### src/logic/iqr_defs.vh
`ifndef IQR_DEFS_VH
`define IQR_DEFS_VH
`define IQR_OFF_MASK        8'h5c
`define IQR_OFF_PROBE       8'h64
`define IQR_OFF_LEVELS      8'h68
`define IQR_OFF_RXSETUP     8'h6c
`define IQR_OFF_STATUS      8'h58
`define IQR_MASK_WRITABLE   32'h83bfefff
`define IQR_MASK_RESET      32'h00000000
`define IQR_PROBE_VALUE     32'h87654321
`define IQR_LEVELS_RESET    32'h48000000
`define IQR_RXSETUP_RESET   32'h00000000
`define IQR_RXSETUP_RW      32'hcfff1f00
`define IQR_BIT_RX_DMA      5'h14
`define IQR_BIT_TX_AVAIL    5'h09
`define IQR_BIT_TX_STLVL    5'h07
`define IQR_BIT_RX_DLVL     5'h05
`define IQR_BIT_RX_STLVL    5'h03
`define IQR_FLD_TXAV_HI     31
`define IQR_FLD_TXAV_LO     24
`define IQR_FLD_TXST_HI     23
`define IQR_FLD_TXST_LO     16
`define IQR_FLD_RXAV_HI     15
`define IQR_FLD_RXAV_LO     8
`define IQR_FLD_RXST_HI     7
`define IQR_FLD_RXST_LO     0
`define IQR_FLD_ALIGN_HI    31
`define IQR_FLD_ALIGN_LO    30
`define IQR_FLD_DMA_HI      27
`define IQR_FLD_DMA_LO      16
`define IQR_BIT_PURGE       15
`define IQR_FLD_OFF_HI      12
`define IQR_FLD_OFF_LO      8
`define IQR_ALIGN_4         2'h0
`define IQR_ALIGN_16        2'h1
`define IQR_ALIGN_32        2'h2
`endif

### src/logic/iqr_level_cmp.v
`timescale 1ns/1ps
`include "iqr_defs.vh"
module iqr_level_cmp #(
  parameter W = 8
) (
  // levels and thresholds
  input  wire [W-1:0] tx_free_blocks,
  input  wire [W-1:0] tx_stat_used,
  input  wire [W-1:0] rx_free_blocks,
  input  wire [W-1:0] rx_stat_used,
  input  wire [31:0]  thresholds,
  // level events
  output wire         tx_space_avail_event,
  output wire         tx_status_level_event,
  output wire         rx_data_level_event,
  output wire         rx_status_level_event
);
  assign tx_space_avail_event  = tx_free_blocks > thresholds[`IQR_FLD_TXAV_HI:`IQR_FLD_TXAV_LO];
  assign tx_status_level_event = tx_stat_used > thresholds[`IQR_FLD_TXST_HI:`IQR_FLD_TXST_LO];
  assign rx_data_level_event   = rx_free_blocks < thresholds[`IQR_FLD_RXAV_HI:`IQR_FLD_RXAV_LO];
  assign rx_status_level_event = rx_stat_used > thresholds[`IQR_FLD_RXST_HI:`IQR_FLD_RXST_LO];
endmodule // iqr_level_cmp

### src/logic/iqr_rx_pad.v
`timescale 1ns/1ps
`include "iqr_defs.vh"
module iqr_rx_pad (
  // alignment and buffer position
  input  wire [1:0] align_sel,
  input  wire [4:0] byte_count_mod,
  // padding dwords to append after last transfer
  output reg  [2:0] pad_dwords
);
  reg [4:0] used_dw;
  always @* begin
    used_dw    = {2'h0, byte_count_mod[4:2]} + {4'h0, |byte_count_mod[1:0]};
    pad_dwords = 3'h0;
    case (align_sel)
      `IQR_ALIGN_4: pad_dwords = 3'h0;
      `IQR_ALIGN_16: pad_dwords = (used_dw[1:0] == 2'h0) ? 3'h0 : 3'h4 - {1'b0, used_dw[1:0]};
      `IQR_ALIGN_32: pad_dwords = (used_dw[2:0] == 3'h0) ? 3'h0 : 3'h0 - used_dw[2:0];
      default: pad_dwords = 3'h0;
    endcase
  end
endmodule // iqr_rx_pad

### src/logic/iqr_config_regs.v
`timescale 1ns/1ps
`include "iqr_defs.vh"
module iqr_config_regs #(
  parameter LW = 8
) (
  // clock and reset
  input  wire          clk_sys,
  input  wire          resetn,
  // register port
  input  wire [7:0]    reg_addr,
  input  wire          reg_wr,
  input  wire          reg_rd,
  input  wire [31:0]   reg_wdata,
  output reg  [31:0]   reg_rdata,
  // interrupt sources, excluding rx dma and level events
  input  wire [31:0]   irq_source_in,
  output wire          irq_out,
  // fifo levels
  input  wire [LW-1:0] tx_free_blocks,
  input  wire [LW-1:0] tx_stat_used,
  input  wire [LW-1:0] rx_free_blocks,
  input  wire [LW-1:0] rx_stat_used,
  // receive data path
  input  wire          rx_dword_read,
  input  wire [4:0]    rx_last_bytes,
  output reg           rx_purge_pulse,
  output reg  [4:0]    rx_start_offset,
  output reg  [1:0]    rx_end_align,
  output reg  [2:0]    rx_pad_dwords,
  output reg  [11:0]   rx_dword_countdown
);
  reg  [31:0] irq_source_mask_reg;
  reg  [31:0] queue_level_thresholds_reg;
  reg  [31:0] irq_status_flags_reg;
  reg  [31:0] irq_status_flags_next;
  reg         dma_armed_reg;
  wire        tx_space_avail_event;
  wire        tx_status_level_event;
  wire        rx_data_level_event;
  wire        rx_status_level_event;
  wire [2:0]  pad_calc;
  wire        wr_mask;
  wire        wr_levels;
  wire        wr_rx;
  wire        wr_status;
  wire        dma_done;
  assign wr_mask   = reg_wr && (reg_addr == `IQR_OFF_MASK);
  assign wr_levels = reg_wr && (reg_addr == `IQR_OFF_LEVELS);
  assign wr_rx     = reg_wr && (reg_addr == `IQR_OFF_RXSETUP);
  assign wr_status = reg_wr && (reg_addr == `IQR_OFF_STATUS);
  // a rewrite of the count abandons the old amount, so no interrupt from it
  assign dma_done  = dma_armed_reg && rx_dword_read && !wr_rx && (rx_dword_countdown == 12'h001);

  iqr_level_cmp #(.W(LW)) u_cmp (
    .tx_free_blocks        (tx_free_blocks),
    .tx_stat_used          (tx_stat_used),
    .rx_free_blocks        (rx_free_blocks),
    .rx_stat_used          (rx_stat_used),
    .thresholds            (queue_level_thresholds_reg),
    .tx_space_avail_event  (tx_space_avail_event),
    .tx_status_level_event (tx_status_level_event),
    .rx_data_level_event   (rx_data_level_event),
    .rx_status_level_event (rx_status_level_event)
  );

  iqr_rx_pad u_pad (
    .align_sel      (rx_end_align),
    .byte_count_mod (rx_last_bytes),
    .pad_dwords     (pad_calc)
  );

  // status: set wins over write-one-to-clear
  always @* begin
    irq_status_flags_next = irq_status_flags_reg;
    if (wr_status)
      irq_status_flags_next = irq_status_flags_reg & ~reg_wdata;
    irq_status_flags_next = irq_status_flags_next | irq_source_in;
    irq_status_flags_next[`IQR_BIT_TX_AVAIL] = tx_space_avail_event | irq_status_flags_next[`IQR_BIT_TX_AVAIL];
    irq_status_flags_next[`IQR_BIT_TX_STLVL] = tx_status_level_event | irq_status_flags_next[`IQR_BIT_TX_STLVL];
    irq_status_flags_next[`IQR_BIT_RX_DLVL]  = rx_data_level_event | irq_status_flags_next[`IQR_BIT_RX_DLVL];
    irq_status_flags_next[`IQR_BIT_RX_STLVL] = rx_status_level_event | irq_status_flags_next[`IQR_BIT_RX_STLVL];
    irq_status_flags_next[`IQR_BIT_RX_DMA]   = dma_done | irq_status_flags_next[`IQR_BIT_RX_DMA];
    irq_status_flags_next = irq_status_flags_next & `IQR_MASK_WRITABLE;
  end

  assign irq_out = |(irq_status_flags_reg & irq_source_mask_reg);

  always @(posedge clk_sys or negedge resetn) begin
    if (!resetn) begin
      irq_source_mask_reg        <= `IQR_MASK_RESET;
      queue_level_thresholds_reg <= `IQR_LEVELS_RESET;
      irq_status_flags_reg       <= 32'h00000000;
      rx_end_align               <= 2'h0;
      rx_start_offset            <= 5'h00;
      rx_dword_countdown         <= 12'h000;
      dma_armed_reg              <= 1'b0;
      rx_purge_pulse             <= 1'b0;
      rx_pad_dwords              <= 3'h0;
    end else begin
      irq_status_flags_reg <= irq_status_flags_next;
      rx_pad_dwords        <= pad_calc;
      rx_purge_pulse       <= wr_rx && reg_wdata[`IQR_BIT_PURGE];
      if (wr_mask)
        irq_source_mask_reg <= reg_wdata & `IQR_MASK_WRITABLE;
      if (wr_levels)
        queue_level_thresholds_reg <= reg_wdata;
      if (wr_rx) begin
        rx_end_align       <= reg_wdata[`IQR_FLD_ALIGN_HI:`IQR_FLD_ALIGN_LO];
        rx_start_offset    <= reg_wdata[`IQR_FLD_OFF_HI:`IQR_FLD_OFF_LO];
        rx_dword_countdown <= reg_wdata[`IQR_FLD_DMA_HI:`IQR_FLD_DMA_LO];
        dma_armed_reg      <= |reg_wdata[`IQR_FLD_DMA_HI:`IQR_FLD_DMA_LO];
      end else if (rx_dword_read && dma_armed_reg) begin
        rx_dword_countdown <= rx_dword_countdown - 12'h001;
        if (rx_dword_countdown == 12'h001)
          dma_armed_reg <= 1'b0;
      end
    end
  end

  // read mux, unmapped addresses read zero
  always @* begin
    reg_rdata = 32'h00000000;
    if (reg_rd) begin
      case (reg_addr)
        `IQR_OFF_MASK:    reg_rdata = irq_source_mask_reg;
        `IQR_OFF_PROBE:   reg_rdata = `IQR_PROBE_VALUE;
        `IQR_OFF_LEVELS:  reg_rdata = queue_level_thresholds_reg;
        `IQR_OFF_RXSETUP: reg_rdata = {rx_end_align, 2'h0, rx_dword_countdown, 3'h0, rx_start_offset, 8'h00};
        `IQR_OFF_STATUS:  reg_rdata = irq_status_flags_reg;
        default:          reg_rdata = 32'h00000000;
      endcase
    end
  end
endmodule // iqr_config_regs

### config.mk
export PLATFORM = sky130hd
export DESIGN_NAME = iqr_config_regs
export DESIGN_NICKNAME = d
export VERILOG_FILES = /design/src/logic/iqr_level_cmp.v /design/src/logic/iqr_rx_pad.v /design/src/logic/iqr_config_regs.v
export VERILOG_INCLUDE_DIRS = /design/src /design/src/logic
export SDC_FILE = /design/constraint.sdc
export NUM_CORES = 1
export LEC_CHECK = 0
export ABC_AREA = 1
export BUFFER_PORTS_ARGS = -buffer_cell sky130_fd_sc_hd__buf_2
export CAP_MARGIN = 5
export CORE_UTILIZATION = 49
export CTS_CLUSTER_DIAMETER = 200
export CTS_CLUSTER_SIZE = 25
export DETAILED_ROUTE_END_ITERATION = 7
export PLACE_DENSITY = 0.78
export SYNTH_ARGS = -nofsm -noshare
export SYNTH_HDL_FRONTEND = slang
export SYNTH_SLANG_ARGS = --single-unit
export TNS_END_PERCENT = 1
### constraint.sdc
create_clock -name clk_sys -period 1.3 [get_ports clk_sys]
set_input_delay 0.195 -clock clk_sys [delete_from_list [all_inputs] [get_ports clk_sys]]
set_output_delay 0.195 -clock clk_sys [all_outputs]
set_load 0.02 [all_outputs]
# Word-level counts from Yosys, hierarchy flattened

Cells that the tools add are included.
W data, S select, Z words.

Input port bits: 114
Logic and storage cells: 62
Flip-flop bits (word level): 106
Output and inout bits: 56

$add $sub $neg: 4
$lt $le $gt $ge: 4
Eq/ne operators: 8
Reductions and logical operators: 17
Multiplexer cells: 11
Bitwise gates (word level): 9

Operator list:

| operator                | number |
|---|---|
| $pmux W32 S5            | 1 |
| $and A32 B32 Y32        | 2 |
| $mux W32                | 2 |
| $eq A8 B7 Y1 const B    | 5 |
| $not A32 Y32            | 1 |
| $or A32 B32 Y32         | 1 |
| $reduce_or A32 Y1       | 1 |
| $gt A8 B8 Y1            | 3 |
| $mux W12                | 2 |
| $eq A12 B1 Y1 const B   | 1 |
| $reduce_or A12 Y1       | 1 |
| $sub A12 B1 Y12 const B | 1 |
| $logic_and A1 B1 Y1     | 8 |
| $lt A8 B8 Y1            | 1 |
| $mux W3                 | 2 |
| $pmux W3 S2             | 1 |
| $or A1 B1 Y1            | 5 |
| $reduce_bool A2 Y1      | 2 |
| $add A3 B1 Y3           | 1 |
| $logic_not A3 Y1        | 1 |
| $mux W1                 | 3 |
| $sub A1 B3 Y3 const A   | 1 |
| $sub A3 B2 Y3 const A   | 1 |
| $eq A2 B1 Y1 const B    | 1 |
| other kinds (5)         | 5 |

# Depth between registers and ports, before layout

Gate-level depths: netlist of run 1.

Word-level depth: 6
Depth in mapped cells: 11
Gate-level depth less buffers: 11

# By module

Synthesis of run 1 repeated with hierarchy kept, for this count alone.

Cell total of the unflattened synthesis: 924
Area total of the unflattened synthesis: 6623.9 um2

By module, submodules not included:

| module          | instances | area an instance (um2) | sequential area each (um2) | cells each |
|---|---|---|---|---|
| iqr_config_regs | 1         | 5629.1                 | 2655.0                     | 759 |
| iqr_level_cmp   | 1         | 843.3                  | 0.0                        | 141 |
| iqr_rx_pad      | 1         | 151.4                  | 0.0                        | 24 |

# Least setup slack after synthesis of run 1

Ideal clock, no wire load.

Path kind: input -> register
From: in rx_last_bytes[1]
To: reg rx_pad_dwords[0]
Arrival time: 1.488 ns
Required time: 1.175 ns
Setup time: 0.125 ns
Path slack: -0.314 ns
Buffers on the path: 0
Stages on the path: 6
Path through: or2_2 -> ha_1 -> ha_1 -> inv_1 -> ha_1 -> a2111oi_0

Longest elaborated chain between the ends: 5
Elaborated cells between the ends (all ways): 9
Those cells by class: 3 x add/sub; 3 x mux; 3 x reduce/logical

RTL lines:

| element                               | RTL line                         | text |
|---|---|---|
| from (decl)                           | iqr_config_regs.v:25             | `input wire [4:0] rx_last_bytes,` |
| $reduce_or A2 Y1 *                    | iqr_rx_pad.v:12                  | `used_dw = {2'h0, byte_count_mod[4:2]} + {4'h0, \|byte_count_mod[1:0]};` |
| $add A3 B1 Y3 *                       | iqr_rx_pad.v:12                  |  |
| $sub A1 B3 Y3 (tied with other cells) | iqr_rx_pad.v:17                  | `` `IQR_ALIGN_32: pad_dwords = (used_dw[2:0] == 3'h0) ? 3'h0 : 3'h0 - used_dw[2:0]; `` |
| $mux W3 (on tied branches)            | iqr_rx_pad.v:17, iqr_rx_pad.v:16 |  |
| $pmux W3 S2 *                         | iqr_rx_pad.v:14                  | `case (align_sel)` |
| via pad_calc[0]                       | iqr_config_regs.v:41             | `wire [2:0] pad_calc;` |
| to (signal assigned)                  | iqr_config_regs.v:101            | `rx_pad_dwords <= pad_calc;` |
| to (decl)                             | iqr_config_regs.v:29             | `output reg [2:0] rx_pad_dwords,` |

The timed path passes the listed nets; every way through them passes the cells marked *.
A chain may end at the register's enable or synchronous reset.

# Worst setup path in the final report of run 1

From: reg irq_source_mask_reg[6]
To: out irq_out

Longest elaborated chain between the ends: 2

RTL lines:

| element                | RTL line              | text |
|---|---|---|
| from (decl)            | iqr_config_regs.v:32  | `reg [31:0] irq_source_mask_reg;` |
| from (signal assigned) | iqr_config_regs.v:90  | `` irq_source_mask_reg <= `IQR_MASK_RESET; `` |
| from (signal assigned) | iqr_config_regs.v:104 | `` irq_source_mask_reg <= reg_wdata & `IQR_MASK_WRITABLE; `` |
| $and A32 B32 Y32       | iqr_config_regs.v:86  | `assign irq_out = \|(irq_status_flags_reg & irq_source_mask_reg);` |
| $reduce_or A32 Y1      | iqr_config_regs.v:86  |  |
| to (decl)              | iqr_config_regs.v:17  | `output wire irq_out,` |

Every way passes these cells.

==> results.rst, run 1 <==
.. list-table::
   :header-rows: 1

   * - Metric
     - Value
   * - Number of port buffers
     - 162
   * - Cell taking the most area after synthesis
     - dfrtp_1
   * - Status
     - complete, but fails checks
   * - Vias per std cell
     - 5.17
   * - Count of max-cap constraint violations
     - 0
   * - CP Data Arrival Time
     - 1510 ps
   * - Iteration-0 DRC count of the detailed router
     - 598
   * - CTS tree
     - built
   * - Maximum number of pins on one net before global-route repair
     - 35
   * - Chain of cells forming the critical path
     - nand2_1 > nand2_2 > nor2_2 > nand4_1 > nor2_4 > nand2_2 > buf_6
   * - Hold/Removal Path Class
     - in -> reg
   * - Syn Inst Count
     - 924
   * - Most common cell in the synthesized netlist
     - nand2_1
   * - Dominant combinational cell family by area after synthesis
     - simple AND/OR/NAND/NOR gates
   * - Minimum clock period after layout
     - 1700 ps
   * - XOR/XNOR Fraction of Synth Area
     - 0.00668
   * - Placed cell area
     - 8290 µm²
   * - Adder-Cell Fraction of Synth Area
     - 0.0725
   * - Unrepaired setup endpoints after global routing
     - yes
   * - Simple-gate share of the synthesized area
     - 0.309
   * - Wire length of the first global-routing pass
     - 32.4 mm
   * - Number of detailed-routing iterations run before antenna repair
     - 5
   * - Die area
     - 13800 µm²
   * - Via count of the first global-routing pass
     - 6682
   * - Syn Nets
     - 1076
   * - Area fraction in compound gates after synthesis
     - 0.0976
   * - Ports placed on the boundary
     - 170
   * - Placement row count
     - 41
   * - Diode insertion count for antenna repair
     - 0
   * - Fraction of registers with async set or reset after synthesis
     - 1.00
   * - Violated checks
     - negative setup slack
   * - Part of the Yosys area used for sequential elements
     - 0.405
   * - Start point of the worst hold path
     - irq_source_in[14]
   * - Worst-case headroom to the max-slew limit
     - 0.729
   * - Clock tree skew after final layout
     - 11.0 ps
   * - Most frequently used flop master after synthesis
     - dfrtp_1
   * - Share of layout cells above drive strength 1
     - 0.309
   * - Final routed wirelength across all metal layers
     - 19.8 mm
   * - Portion of netlist area occupied by mux cells
     - 0
   * - Largest stage delay on the critical path
     - 410 ps
   * - Most instantiated cells after synthesis
     - nand2_1 (286), inv_1 (142), dfrtp_1 (104), nand3_1 (94), o21ai_1 (78)
   * - Clock-pin slew of the registers on the worst-case setup and hold paths
     - 80 ps
   * - Cell type of the slowest stage on the worst timing path
     - dfrtp_1
   * - Average wire per standard cell
     - 14.8 µm
   * - DRT antenna net count
     - 0
   * - Number of enable-type register cells in the synthesized netlist
     - 0
   * - Final count of pins violating max slew
     - 0
   * - Area Overhead vs Synth
     - 35.7%
   * - Final setup margin
     - -400 ps
   * - Data required time of the worst path
     - 1110 ps
   * - Worst-path maximum fanout
     - 3
   * - Critical path's most frequent cell
     - nand2_2
   * - Maximum vdd ir drop
     - 0.000909 V
   * - Area share of the largest cell type after synthesis
     - 0.397
   * - FMAX
     - 588 MHz
   * - Via count
     - 6891
   * - CTS H-tree lvls
     - 3
   * - Effective utilization at floorplan
     - 0.511
   * - Number of buffers inserted during clock tree synthesis
     - 9
   * - Total gr overflow
     - 0
   * - Worst setup path startpoint
     - irq_source_mask_reg[6]
   * - Remaining design rule violation count
     - 0
   * - Width of the die
     - 118 µm
   * - Critical path capture point type
     - primary output
   * - Library cell used as clock root buffer
     - clkbuf_16
   * - Total Routing Usage GR
     - 0.295
   * - Transition time at the pin with the least slew margin
     - 406 ps
   * - Number of cells after detailed placement
     - 1311
   * - Synthesis-stage register bit count
     - 106
   * - Max reg flops
     - 32
   * - Post-Layout Inst Area
     - 8890 µm²
   * - Class of the most critical setup path
     - reg -> out
   * - Total power
     - 8.89 mW
   * - Number of library cell types mapped by synthesis
     - 33
   * - Antenna violations before repair
     - 0
   * - Post-synthesis instance area
     - 6550 µm²
   * - Number of sinks handled by clock tree synthesis
     - 106
   * - Kind of start point of the critical path
     - register
   * - Total number of yosys warnings
     - 0
   * - Syn Area/Cell
     - 7.09 µm²
   * - Startpoint of the lowest-slack register-to-register path
     - queue_level_thresholds_reg[27]
   * - Core box area
     - 12800 µm²
   * - End-of-flow core utilization
     - 0.693
   * - Clock latency of the later-clocked register in the worst-skew pair
     - 360 ps
   * - Power per unit of standard cell area
     - 1000 nW/µm²
   * - Aggregate negative setup slack
     - -8960 ps
   * - Finish-stage setup viols
     - 36
   * - Final HPWL DP
     - 14.9 mm
   * - Number of inserted filler cells in the final layout
     - 1054
   * - Buffer depth of the longest clock path
     - 2
   * - Layout net count
     - 1307
   * - Leakage power of the design
     - 4.78 nW
   * - Share of the clock period used by the worst path after layout
     - 1.31
   * - RePlAce Congestion
     - 0.925
   * - Cells taking the most area after synthesis
     - dfrtp_1 (40%), nand2_1 (16%), inv_1 (8.1%), ha_1 (7.3%), nand3_1 (7.2%)
   * - Cell Count, Final, Fillers Out
     - 1332
   * - Die height
     - 118 µm
   * - Fin. Hold Viols
     - 0
[placed cells by master, fill, tap and decap left out, types with 7 or more instances in the layout]
| cell type | instances |
|---|---|
| buf_4 | 82 |
| nor2_2 | 23 |
| nor3_1 | 7 |
| inv_1 | 127 |
| o21ai_0 | 10 |
| buf_2 | 145 |
| nand2_2 | 12 |
| dfrtp_1 | 101 |
| ha_1 | 27 |
| o21ai_1 | 83 |
| a21oi_2 | 8 |
| nand2_1 | 275 |
| a21oi_1 | 13 |
| buf_6 | 12 |
| nand3_1 | 94 |
| nor2_1 | 41 |
| inv_2 | 18 |
| buf_12 | 10 |
| nand4_1 | 8 |
| ha_4 | 10 |
| clkbuf_16 | 9 |
[worst max-delay path, delay by kind of cell, from the launching register on]
family,cells,cell delay [ps]
buffers and inverters,1,140
and+or+nand+nor,6,590
DFF,1,410
[cells by family (layout without fill, tap and decap cells)]
| family | count (synthesis) | count (layout) |
|---|---|---|
| AND/OR/NAND/NOR | 476 | 476 |
| buffers and inverters | 178 | 414 |
| AO/OA/AOI/OAI | 121 | 121 |
| flip-flops | 106 | 106 |
| adder cells (fa/ha/maj) | 38 | 38 |
| XOR/XNOR | 5 | 5 |
[power by group]
part           internal (mW)  switching (mW)  leakage [nW]
Sequential              3.52           0.264          1.30
Combinational           1.01            1.32          3.34
Clock                   1.40            1.37         0.146
[what timing repair did]
action / 4_1_cts / 5_1_grt
endpoints found under the setup margin: 40 / 64
pin swaps: 13 / 4
endpoints found under the hold margin: 20 / 0
hold buffers: 2 / 0
gates resized for setup: 53 / 34
setup buffers: 2 / 1
cloned: 0 / 0
[metal layers]
layer | wire length [µm] | global-route usage | share of wire | vias to the layer above
met5 | 0 | 0 | 0 | -
met4 | 595 | 0.118 | 0.030 | 0
met3 | 1600 | 0.0683 | 0.081 | 38
met2 | 9360 | 0.477 | 0.47 | 302
met1 | 8200 | 0.382 | 0.42 | 3173
li1 | - | - | - | 3378
[stage by stage]
stage / hold slack, ps / setup slack (ps)
after global routing: 19.1 / -478
after global placement: 125 / -370
final: 9.40 / -400
after CTS: 4.20 / -384
after floorplan: -101 / -96.6
after detailed placement: 124 / -396
[area by class of cell]
cell class | instances | area (µm²) | share of cell area
multi-input cells | 640 | 3470 | 0.390
flip-flops and latches | 106 | 2660 | 0.299
repair buffers | 251 | 1700 | 0.191
inverters | 147 | 559 | 0.0629
clock buffers | 10 | 239 | 0.0269
well taps | 172 | 215 | 0.0242
clock inverters | 6 | 55.1 | 0.00619
[final timing paths]
| check | endpoint | slack, ps | depth (start not counted) |
|---|---|---|---|
| max in group asynchronous | queue_level_thresholds_reg[27] | 440 | 3 |
| worst max-delay path | irq_out | -400 | 7 |
| worst max register to register | irq_status_flags_reg[9] | -40 | 10 |
| min in group asynchronous | rx_purge_pulse | 270 | 2 |
| worst min-delay path | irq_status_flags_reg[14] | 9 | 3 |
| worst min register to register | irq_source_mask_reg[20] | 500 | 2 |
No activity file was read; power rests on OpenSTA's default activity.
==> inputs of run 2 (changes only) <==
Settings changed: SKIP_LAST_GASP set to 1.
==> results.rst, run 2 (synthesis gave the netlist of run 1 again) <==
.. list-table::
   :header-rows: 1

   * - Metric
     - Value
   * - Share of the clock period used by the worst path after layout
     - 1.34 (+0.0294)
   * - Largest stage delay on the critical path
     - 410 ps (about the same)
   * - Die height
     - 118 µm (unchanged)
   * - Critical path capture point type
     - primary output
   * - Unrepaired setup endpoints after global routing
     - yes
   * - Final count of pins violating max slew
     - 0 (unchanged)
   * - Register area
     - 2660 µm² (-0.14%)
   * - Max reg flops
     - 32 (unchanged)
   * - Highest-count cells in the layout ignoring fill and taps
     - nand2_1 (285), buf_2 (160), inv_1 (140)
   * - Fin. Hold Viols
     - 0 (unchanged)
   * - Class of the most critical setup path
     - reg -> out
   * - Number of port buffers
     - 162 (unchanged)
   * - Hold/Removal Path Class
     - in -> reg
   * - Worst-case headroom to the max-slew limit
     - 0.726 (-0.00232)
   * - Number of sinks handled by clock tree synthesis
     - 106 (unchanged)
   * - Count of max-cap constraint violations
     - 0 (unchanged)
   * - Transition time at the pin with the least slew margin
     - 410 ps (+3.48 ps)
   * - Wire length of the first global-routing pass
     - 32.1 mm (-0.87%)
   * - Placed cell area
     - 8290 µm² (unchanged)
   * - Core box area
     - 12800 µm² (unchanged)
   * - Worst-path maximum fanout
     - 3 (unchanged)
   * - Sequential power share
     - 0.433 (+0.007)
   * - Post-Layout Inst Area
     - 8640 µm² (-2.8%)
   * - Maximum number of pins on one net before global-route repair
     - 35 (unchanged)
   * - Via count
     - 6849 (-0.61%)
   * - CTS tree
     - built
   * - Chain of cells forming the critical path
     - nand2_1 > nand2_1 > nor2_1 > nand4_1 > nor2_4 > nand2_1 > buf_6
   * - CTS H-tree lvls
     - 3 (unchanged)
   * - Via count of the first global-routing pass
     - 6647 (-0.52%)
   * - Final HPWL DP
     - 14.9 mm (unchanged)
   * - Maximum vdd ir drop
     - 0.000894 V (-1.6%)
   * - Data required time of the worst path
     - 1110 ps (about the same)
   * - Switching power summed over all nets
     - 2.87 mW (-3.0%)
   * - Total gr overflow
     - 0 (unchanged)
   * - Aggregate negative setup slack
     - -10620 ps (-1660 ps)
   * - Cell type of the slowest stage on the worst timing path
     - dfrtp_1
   * - Diode insertion count for antenna repair
     - 0 (unchanged)
   * - CP Data Arrival Time
     - 1540 ps (+30 ps)
   * - Remaining design rule violation count
     - 0 (unchanged)
   * - Number of detailed-routing iterations run before antenna repair
     - 5 (unchanged)
   * - Width of the die
     - 118 µm (unchanged)
   * - Antenna violations before repair
     - 0 (unchanged)
   * - Buffer depth of the longest clock path
     - 2 (unchanged)
   * - Clock tree skew after final layout
     - 11.8 ps (+0.792 ps)
   * - Layout net count
     - 1307 (unchanged)
   * - Share of power burned in the clock network
     - 0.317 (+0.006)
   * - Library cell used as clock root buffer
     - clkbuf_16
   * - Share of layout cells above drive strength 1
     - 0.272 (-0.0371)
   * - Power Internal
     - 5.84 mW (-1.6%)
   * - Average wire per standard cell
     - 14.5 µm (-2.1%)
   * - Ports placed on the boundary
     - 170 (unchanged)
   * - Violated checks
     - negative setup slack
   * - Vias per std cell
     - 5.14 (-0.61%)
   * - Final setup margin
     - -439 ps (-38.2 ps)
   * - RePlAce Congestion
     - 0.925 (unchanged)
   * - Comb power frac
     - 0.250 (-0.013)
   * - Minimum setup slack after placement
     - -396 ps (unchanged)
   * - Area Overhead vs Synth
     - 31.9%
   * - Kind of start point of the critical path
     - register
   * - Clock latency of the later-clocked register in the worst-skew pair
     - 370 ps (about the same)
   * - Effective utilization at floorplan
     - 0.511 (unchanged)
   * - Finish-stage setup viols
     - 41 (+14%)
   * - Number of buffers inserted during clock tree synthesis
     - 9 (unchanged)
   * - Critical path's most frequent cell
     - nand2_1
   * - Placement row count
     - 41 (unchanged)
   * - Status
     - complete, but fails checks
   * - FMAX
     - 575 MHz (-2.2%)
   * - Die area
     - 13800 µm² (unchanged)
   * - DRT antenna net count
     - 0 (unchanged)
   * - Crit path buffers/inverters
     - 1 (unchanged)
   * - Most frequent standard cell in the layout excluding fill and tap cells
     - nand2_1
   * - Total Routing Usage GR
     - 0.293 (-0.00274)
   * - Leakage power of the design
     - 4.76 nW (-0.46%)
   * - Total power
     - 8.71 mW (-2.0%)
   * - Minimum clock period after layout
     - 1740 ps (+38.2 ps)
   * - Area of the multi-input gates
     - 3310 µm² (-4.6%)
   * - Number of inserted filler cells in the final layout
     - 1095 (+3.9%)
   * - Iteration-0 DRC count of the detailed router
     - 612 (+2.3%)
   * - Net Sw Frac
     - 0.329 (-0.00313)
   * - Power per unit of standard cell area
     - 1010 nW/µm² (+0.77%)
   * - Cell class contributing the biggest share of worst-path delay
     - simple AND/OR/NAND/NOR gates
   * - Hold_ws
     - 9.31 ps (-0.0889 ps)
   * - Final routed wirelength across all metal layers
     - 19.3 mm (-2.1%)
   * - Clock-pin slew of the registers on the worst-case setup and hold paths
     - 80 ps (about the same)
-- run 2: final timing paths --
| path | startpoint | end | slack [ps] | cells past startpoint |
|---|---|---|---|---|
| min in group asynchronous | resetn | rx_purge_pulse | 270 | 2 |
| worst min-delay path | irq_source_in[14] | irq_status_flags_reg[14] | 9 | 3 |
| worst max register to register | queue_level_thresholds_reg[27] | irq_status_flags_reg[9] | -120 | 10 |
| worst max-delay path | irq_source_mask_reg[6] | irq_out | -440 | 7 |
| max in group asynchronous | resetn | queue_level_thresholds_reg[27] | 430 | 3 |
| worst min register to register | queue_level_thresholds_reg[14] | queue_level_thresholds_reg[14] | 500 | 2 |
-- run 2: power by group through the flow --
stage | Clock, mW | Sequential [mW] | Combinational, mW
2_1_floorplan | 0 | 3.96 | 0.982
3_3_place_gp | 0 | 3.83 | 2.08
3_5_place_dp | 0 | 3.83 | 2.11
4_1_cts | 2.80 | 3.77 | 2.17
5_1_grt | 2.91 | 3.80 | 2.43
6_report | 2.76 | 3.77 | 2.18
-- run 2: metrics by stage --
step / std cells / utilization
6_report: 1332 / 0.674
5_1_grt: 1332 / 0.674
4_1_cts: 1331 / 0.673
3_5_place_dp: 1311 / 0.646
3_3_place_gp: 1311 / 0.646
2_1_floorplan: 924 / -
-- run 2: worst reg2reg max path: stages, from the launching register on --
cell	delay (ps)
dfstp_2	530
inv_1	50
ha_1	280
nand2_1	70
inv_1	50
nand2_1	60
nand2_1	40
nand2_1	50
nand2_1	50
nand2_1	60
nand3_1	70
-- run 2: repair_timing --
action,in CTS,in global routing
setup endpoints to repair,40,75
gates resized for setup,8,1
setup buffers,2,1
hold buffers,2,0
hold endpoints to repair,20,0
pin swaps,2,1
-- run 2: routing by layer --
layer | GRT usage | up-vias | wire, µm
li1 | - | 3379 | -
met1 | 0.380 | 3105 | 8140
met2 | 0.472 | 326 | 9030
met5 | 0 | - | 0
met4 | 0.112 | 0 | 593
met3 | 0.0693 | 39 | 1580
-- run 2: final cells by class --
cell class | instances | area share
multi-input combinational | 640 | 0.383
sequential | 106 | 0.307
timing repair buffer | 251 | 0.187
inverter | 147 | 0.0640
clock buffer | 10 | 0.0276
tap | 172 | 0.0249
clock inverter | 6 | 0.00637
==> inputs of run 3 (changes only) <==
Settings changed: PLACE_DENSITY 0.78 to 0.77.
==> results.rst, run 3 (synthesis gave the netlist of run 1 again) <==
.. list-table::
   :header-rows: 1

   * - Metric
     - Value
   * - Most frequent standard cell in the layout excluding fill and tap cells
     - nand2_1
   * - Largest stage delay on the critical path
     - 390 ps (-20 ps)
   * - Final HPWL DP
     - 15.0 mm (+0.67%)
   * - Effective utilization at floorplan
     - 0.511 (unchanged)
   * - Aggregate negative setup slack
     - -10770 ps (-142 ps)
   * - Critical path's most frequent cell
     - nand2_2
   * - Total power
     - 8.59 mW (-1.4%)
   * - Maximum number of pins on one net before global-route repair
     - 66 (+89%)
   * - Total Routing Usage GR
     - 0.290 (-0.00262)
   * - Highest-utilization routing layer at the global route stage
     - met2
   * - Met1 Use GR
     - 0.400 (+0.0197)
   * - Via count
     - 6855 (+0.088%)
   * - Number of cells after detailed placement
     - 1318 (+0.53%)
   * - Remaining design rule violation count
     - 0 (unchanged)
   * - Count of max-cap constraint violations
     - 0 (unchanged)
   * - Data required time of the worst path
     - 1110 ps (about the same)
   * - Kind of start point of the critical path
     - register
   * - Core box area
     - 12800 µm² (unchanged)
   * - Critical path capture point type
     - primary output
   * - Number of sinks handled by clock tree synthesis
     - 106 (unchanged)
   * - Number of port buffers
     - 162 (unchanged)
   * - Placed cell area
     - 8340 µm² (+0.63%)
   * - Status
     - complete, but fails checks
   * - Layout net count
     - 1313 (+0.46%)
   * - Placement row count
     - 41 (unchanged)
   * - CTS tree
     - built
   * - Vias per std cell
     - 5.13 (-0.29%)
   * - Fin. Hold Viols
     - 0 (unchanged)
   * - DRT antenna net count
     - 0 (unchanged)
   * - Wire length of the first global-routing pass
     - 31.9 mm (-0.71%)
   * - Die area
     - 13800 µm² (unchanged)
   * - Share of the clock period used by the worst path after layout
     - 1.29 (-0.0455)
   * - Clock latency of the later-clocked register in the worst-skew pair
     - 350 ps (-20 ps)
   * - Highest-count cells in the layout ignoring fill and taps
     - nand2_1 (282), buf_2 (154), inv_1 (140)
   * - Average wire per standard cell
     - 14.6 µm (+0.67%)
   * - Violated checks
     - negative setup slack
   * - Transition time at the pin with the least slew margin
     - 356 ps (-53.7 ps)
   * - Power per unit of standard cell area
     - 985 nW/µm² (-2.3%)
   * - Iteration-0 DRC count of the detailed router
     - 460 (-25%)
   * - Library cell used as clock root buffer
     - clkbuf_16
   * - CP Data Arrival Time
     - 1480 ps (-60 ps)
   * - Finish-stage setup viols
     - 39 (-4.9%)
   * - Via count of the first global-routing pass
     - 6420 (-3.4%)
   * - Met2 capacity usage during global routing
     - 0.467 (-0.00551)
   * - Cell Count, Final, Fillers Out
     - 1337 (+0.38%)
   * - Worst-path maximum fanout
     - 2 (-1)
   * - Die height
     - 118 µm (unchanged)
   * - Chain of cells forming the critical path
     - nand2_1 > nand2_2 > nor2_1 > nand4_1 > nor2_4 > nand2_2 > buf_6
   * - Diode insertion count for antenna repair
     - 0 (unchanged)
   * - Leakage power of the design
     - 4.81 nW (+1.0%)
   * - Max reg flops
     - 32 (unchanged)
   * - Global-route met3 utilization
     - 0.0344 (-0.0349)
   * - RePlAce Congestion
     - 0.897 (-3.0%)
   * - Number of buffers inserted during clock tree synthesis
     - 9 (unchanged)
   * - Class of the most critical setup path
     - reg -> out
   * - Share of layout cells above drive strength 1
     - 0.276 (+0.00484)
   * - Unrepaired setup endpoints after global routing
     - yes
   * - Area Overhead vs Synth
     - 33.1%
   * - Clock-pin slew of the registers on the worst-case setup and hold paths
     - 70 ps (about the same)
   * - Total gr overflow
     - 0 (unchanged)
   * - Width of the die
     - 118 µm (unchanged)
   * - Hold/Removal Path Class
     - in -> reg
   * - Worst-case headroom to the max-slew limit
     - 0.763 (+0.0361)
   * - Cell type of the slowest stage on the worst timing path
     - dfrtp_1
   * - Minimum clock period after layout
     - 1680 ps (-59.2 ps)
   * - Final count of pins violating max slew
     - 0 (unchanged)
   * - Maximum vdd ir drop
     - 0.000675 V (-25%)
   * - Final routed wirelength across all metal layers
     - 19.5 mm (+1.0%)
   * - CTS H-tree lvls
     - 3 (unchanged)
   * - Buffer depth of the longest clock path
     - 2 (unchanged)
   * - Ports placed on the boundary
     - 170 (unchanged)
   * - Clock tree skew after final layout
     - 7.43 ps (-4.37 ps)
   * - Minimum setup slack after placement
     - -429 ps (-32.1 ps)
   * - FMAX
     - 595 MHz (+3.5%)
   * - Post-Layout Inst Area
     - 8720 µm² (+0.91%)
   * - Number of detailed-routing iterations run before antenna repair
     - 5 (unchanged)
   * - Final setup margin
     - -379 ps (+59.2 ps)
   * - Antenna violations before repair
     - 0 (unchanged)
## run 3: changes by cell type in the layout (fill, tap and decap cells not counted), moves of 2 or more
cell	delta
inv_6	-4
buf_4	+12
buf_2	-6
clkbuf_1	+2
o21ai_0	-2
o21ai_1	+2
nand2_4	+3
nand2_1	-3
## run 3: stage by stage
step | hold slack [ps] | util
2_1_floorplan | -101 | -
3_3_place_gp | 2.68 | 0.650
3_5_place_dp | 2.95 | 0.650
4_1_cts | 16.0 | 0.674
5_1_grt | 30.0 | 0.680
6_report | 21.5 | 0.680
## run 3: area by class of cell
type,count,area (µm²)
inverter,147,556
sequential,106,2660
clock inverter,2,12.5
multi-input combinational,640,3340
clock buffer,13,260
fill,1126,4100
timing repair buffer,257,1690
tap,172,215
## run 3: repair_timing
item / in CTS / in global routing
pin swaps: 1 / 4
setup endpoints to repair: 40 / 95
buffers inserted: 0 / 3
hold buffers: 1 / 0
gates cloned: 0 / 0
endpoints found under the hold margin: 104 / 0
resized for setup: 9 / 19
## run 3: critical path, delay by kind of cell (launching register included)
family	cells	cell delay, ps
AND/OR/NAND/NOR	6	590
flip-flops	1	390
buffers and inverters	1	140
## run 3: final timing paths
path | end | slack [ps] | startpoint | cells past startpoint
setup reg to reg | irq_status_flags_reg[9] | -130 | queue_level_thresholds_reg[30] | 7
hold reg to reg | queue_level_thresholds_reg[17] | 500 | queue_level_thresholds_reg[17] | 2
hold / removal | irq_status_flags_reg[16] | 20 | irq_source_in[16] | 3
setup / recovery | irq_out | -380 | irq_status_flags_reg[1] | 7
max in group asynchronous | queue_level_thresholds_reg[27] | 540 | resetn | 3
min in group asynchronous | irq_status_flags_reg[13] | 180 | resetn | 2
## run 3: per-layer routing
metal | vias to the layer above | part of all wire
li1 | 3389 | -
met3 | 31 | 0.067
met4 | 0 | 0.024
met2 | 279 | 0.47
met1 | 3156 | 0.44
met5 | - | 0
## run 3: power by group
group          internal (mW)  total (mW)  switching, mW
combinational          0.934        2.20           1.27
sequential              3.52        3.77          0.251
clock                   1.39        2.62           1.22
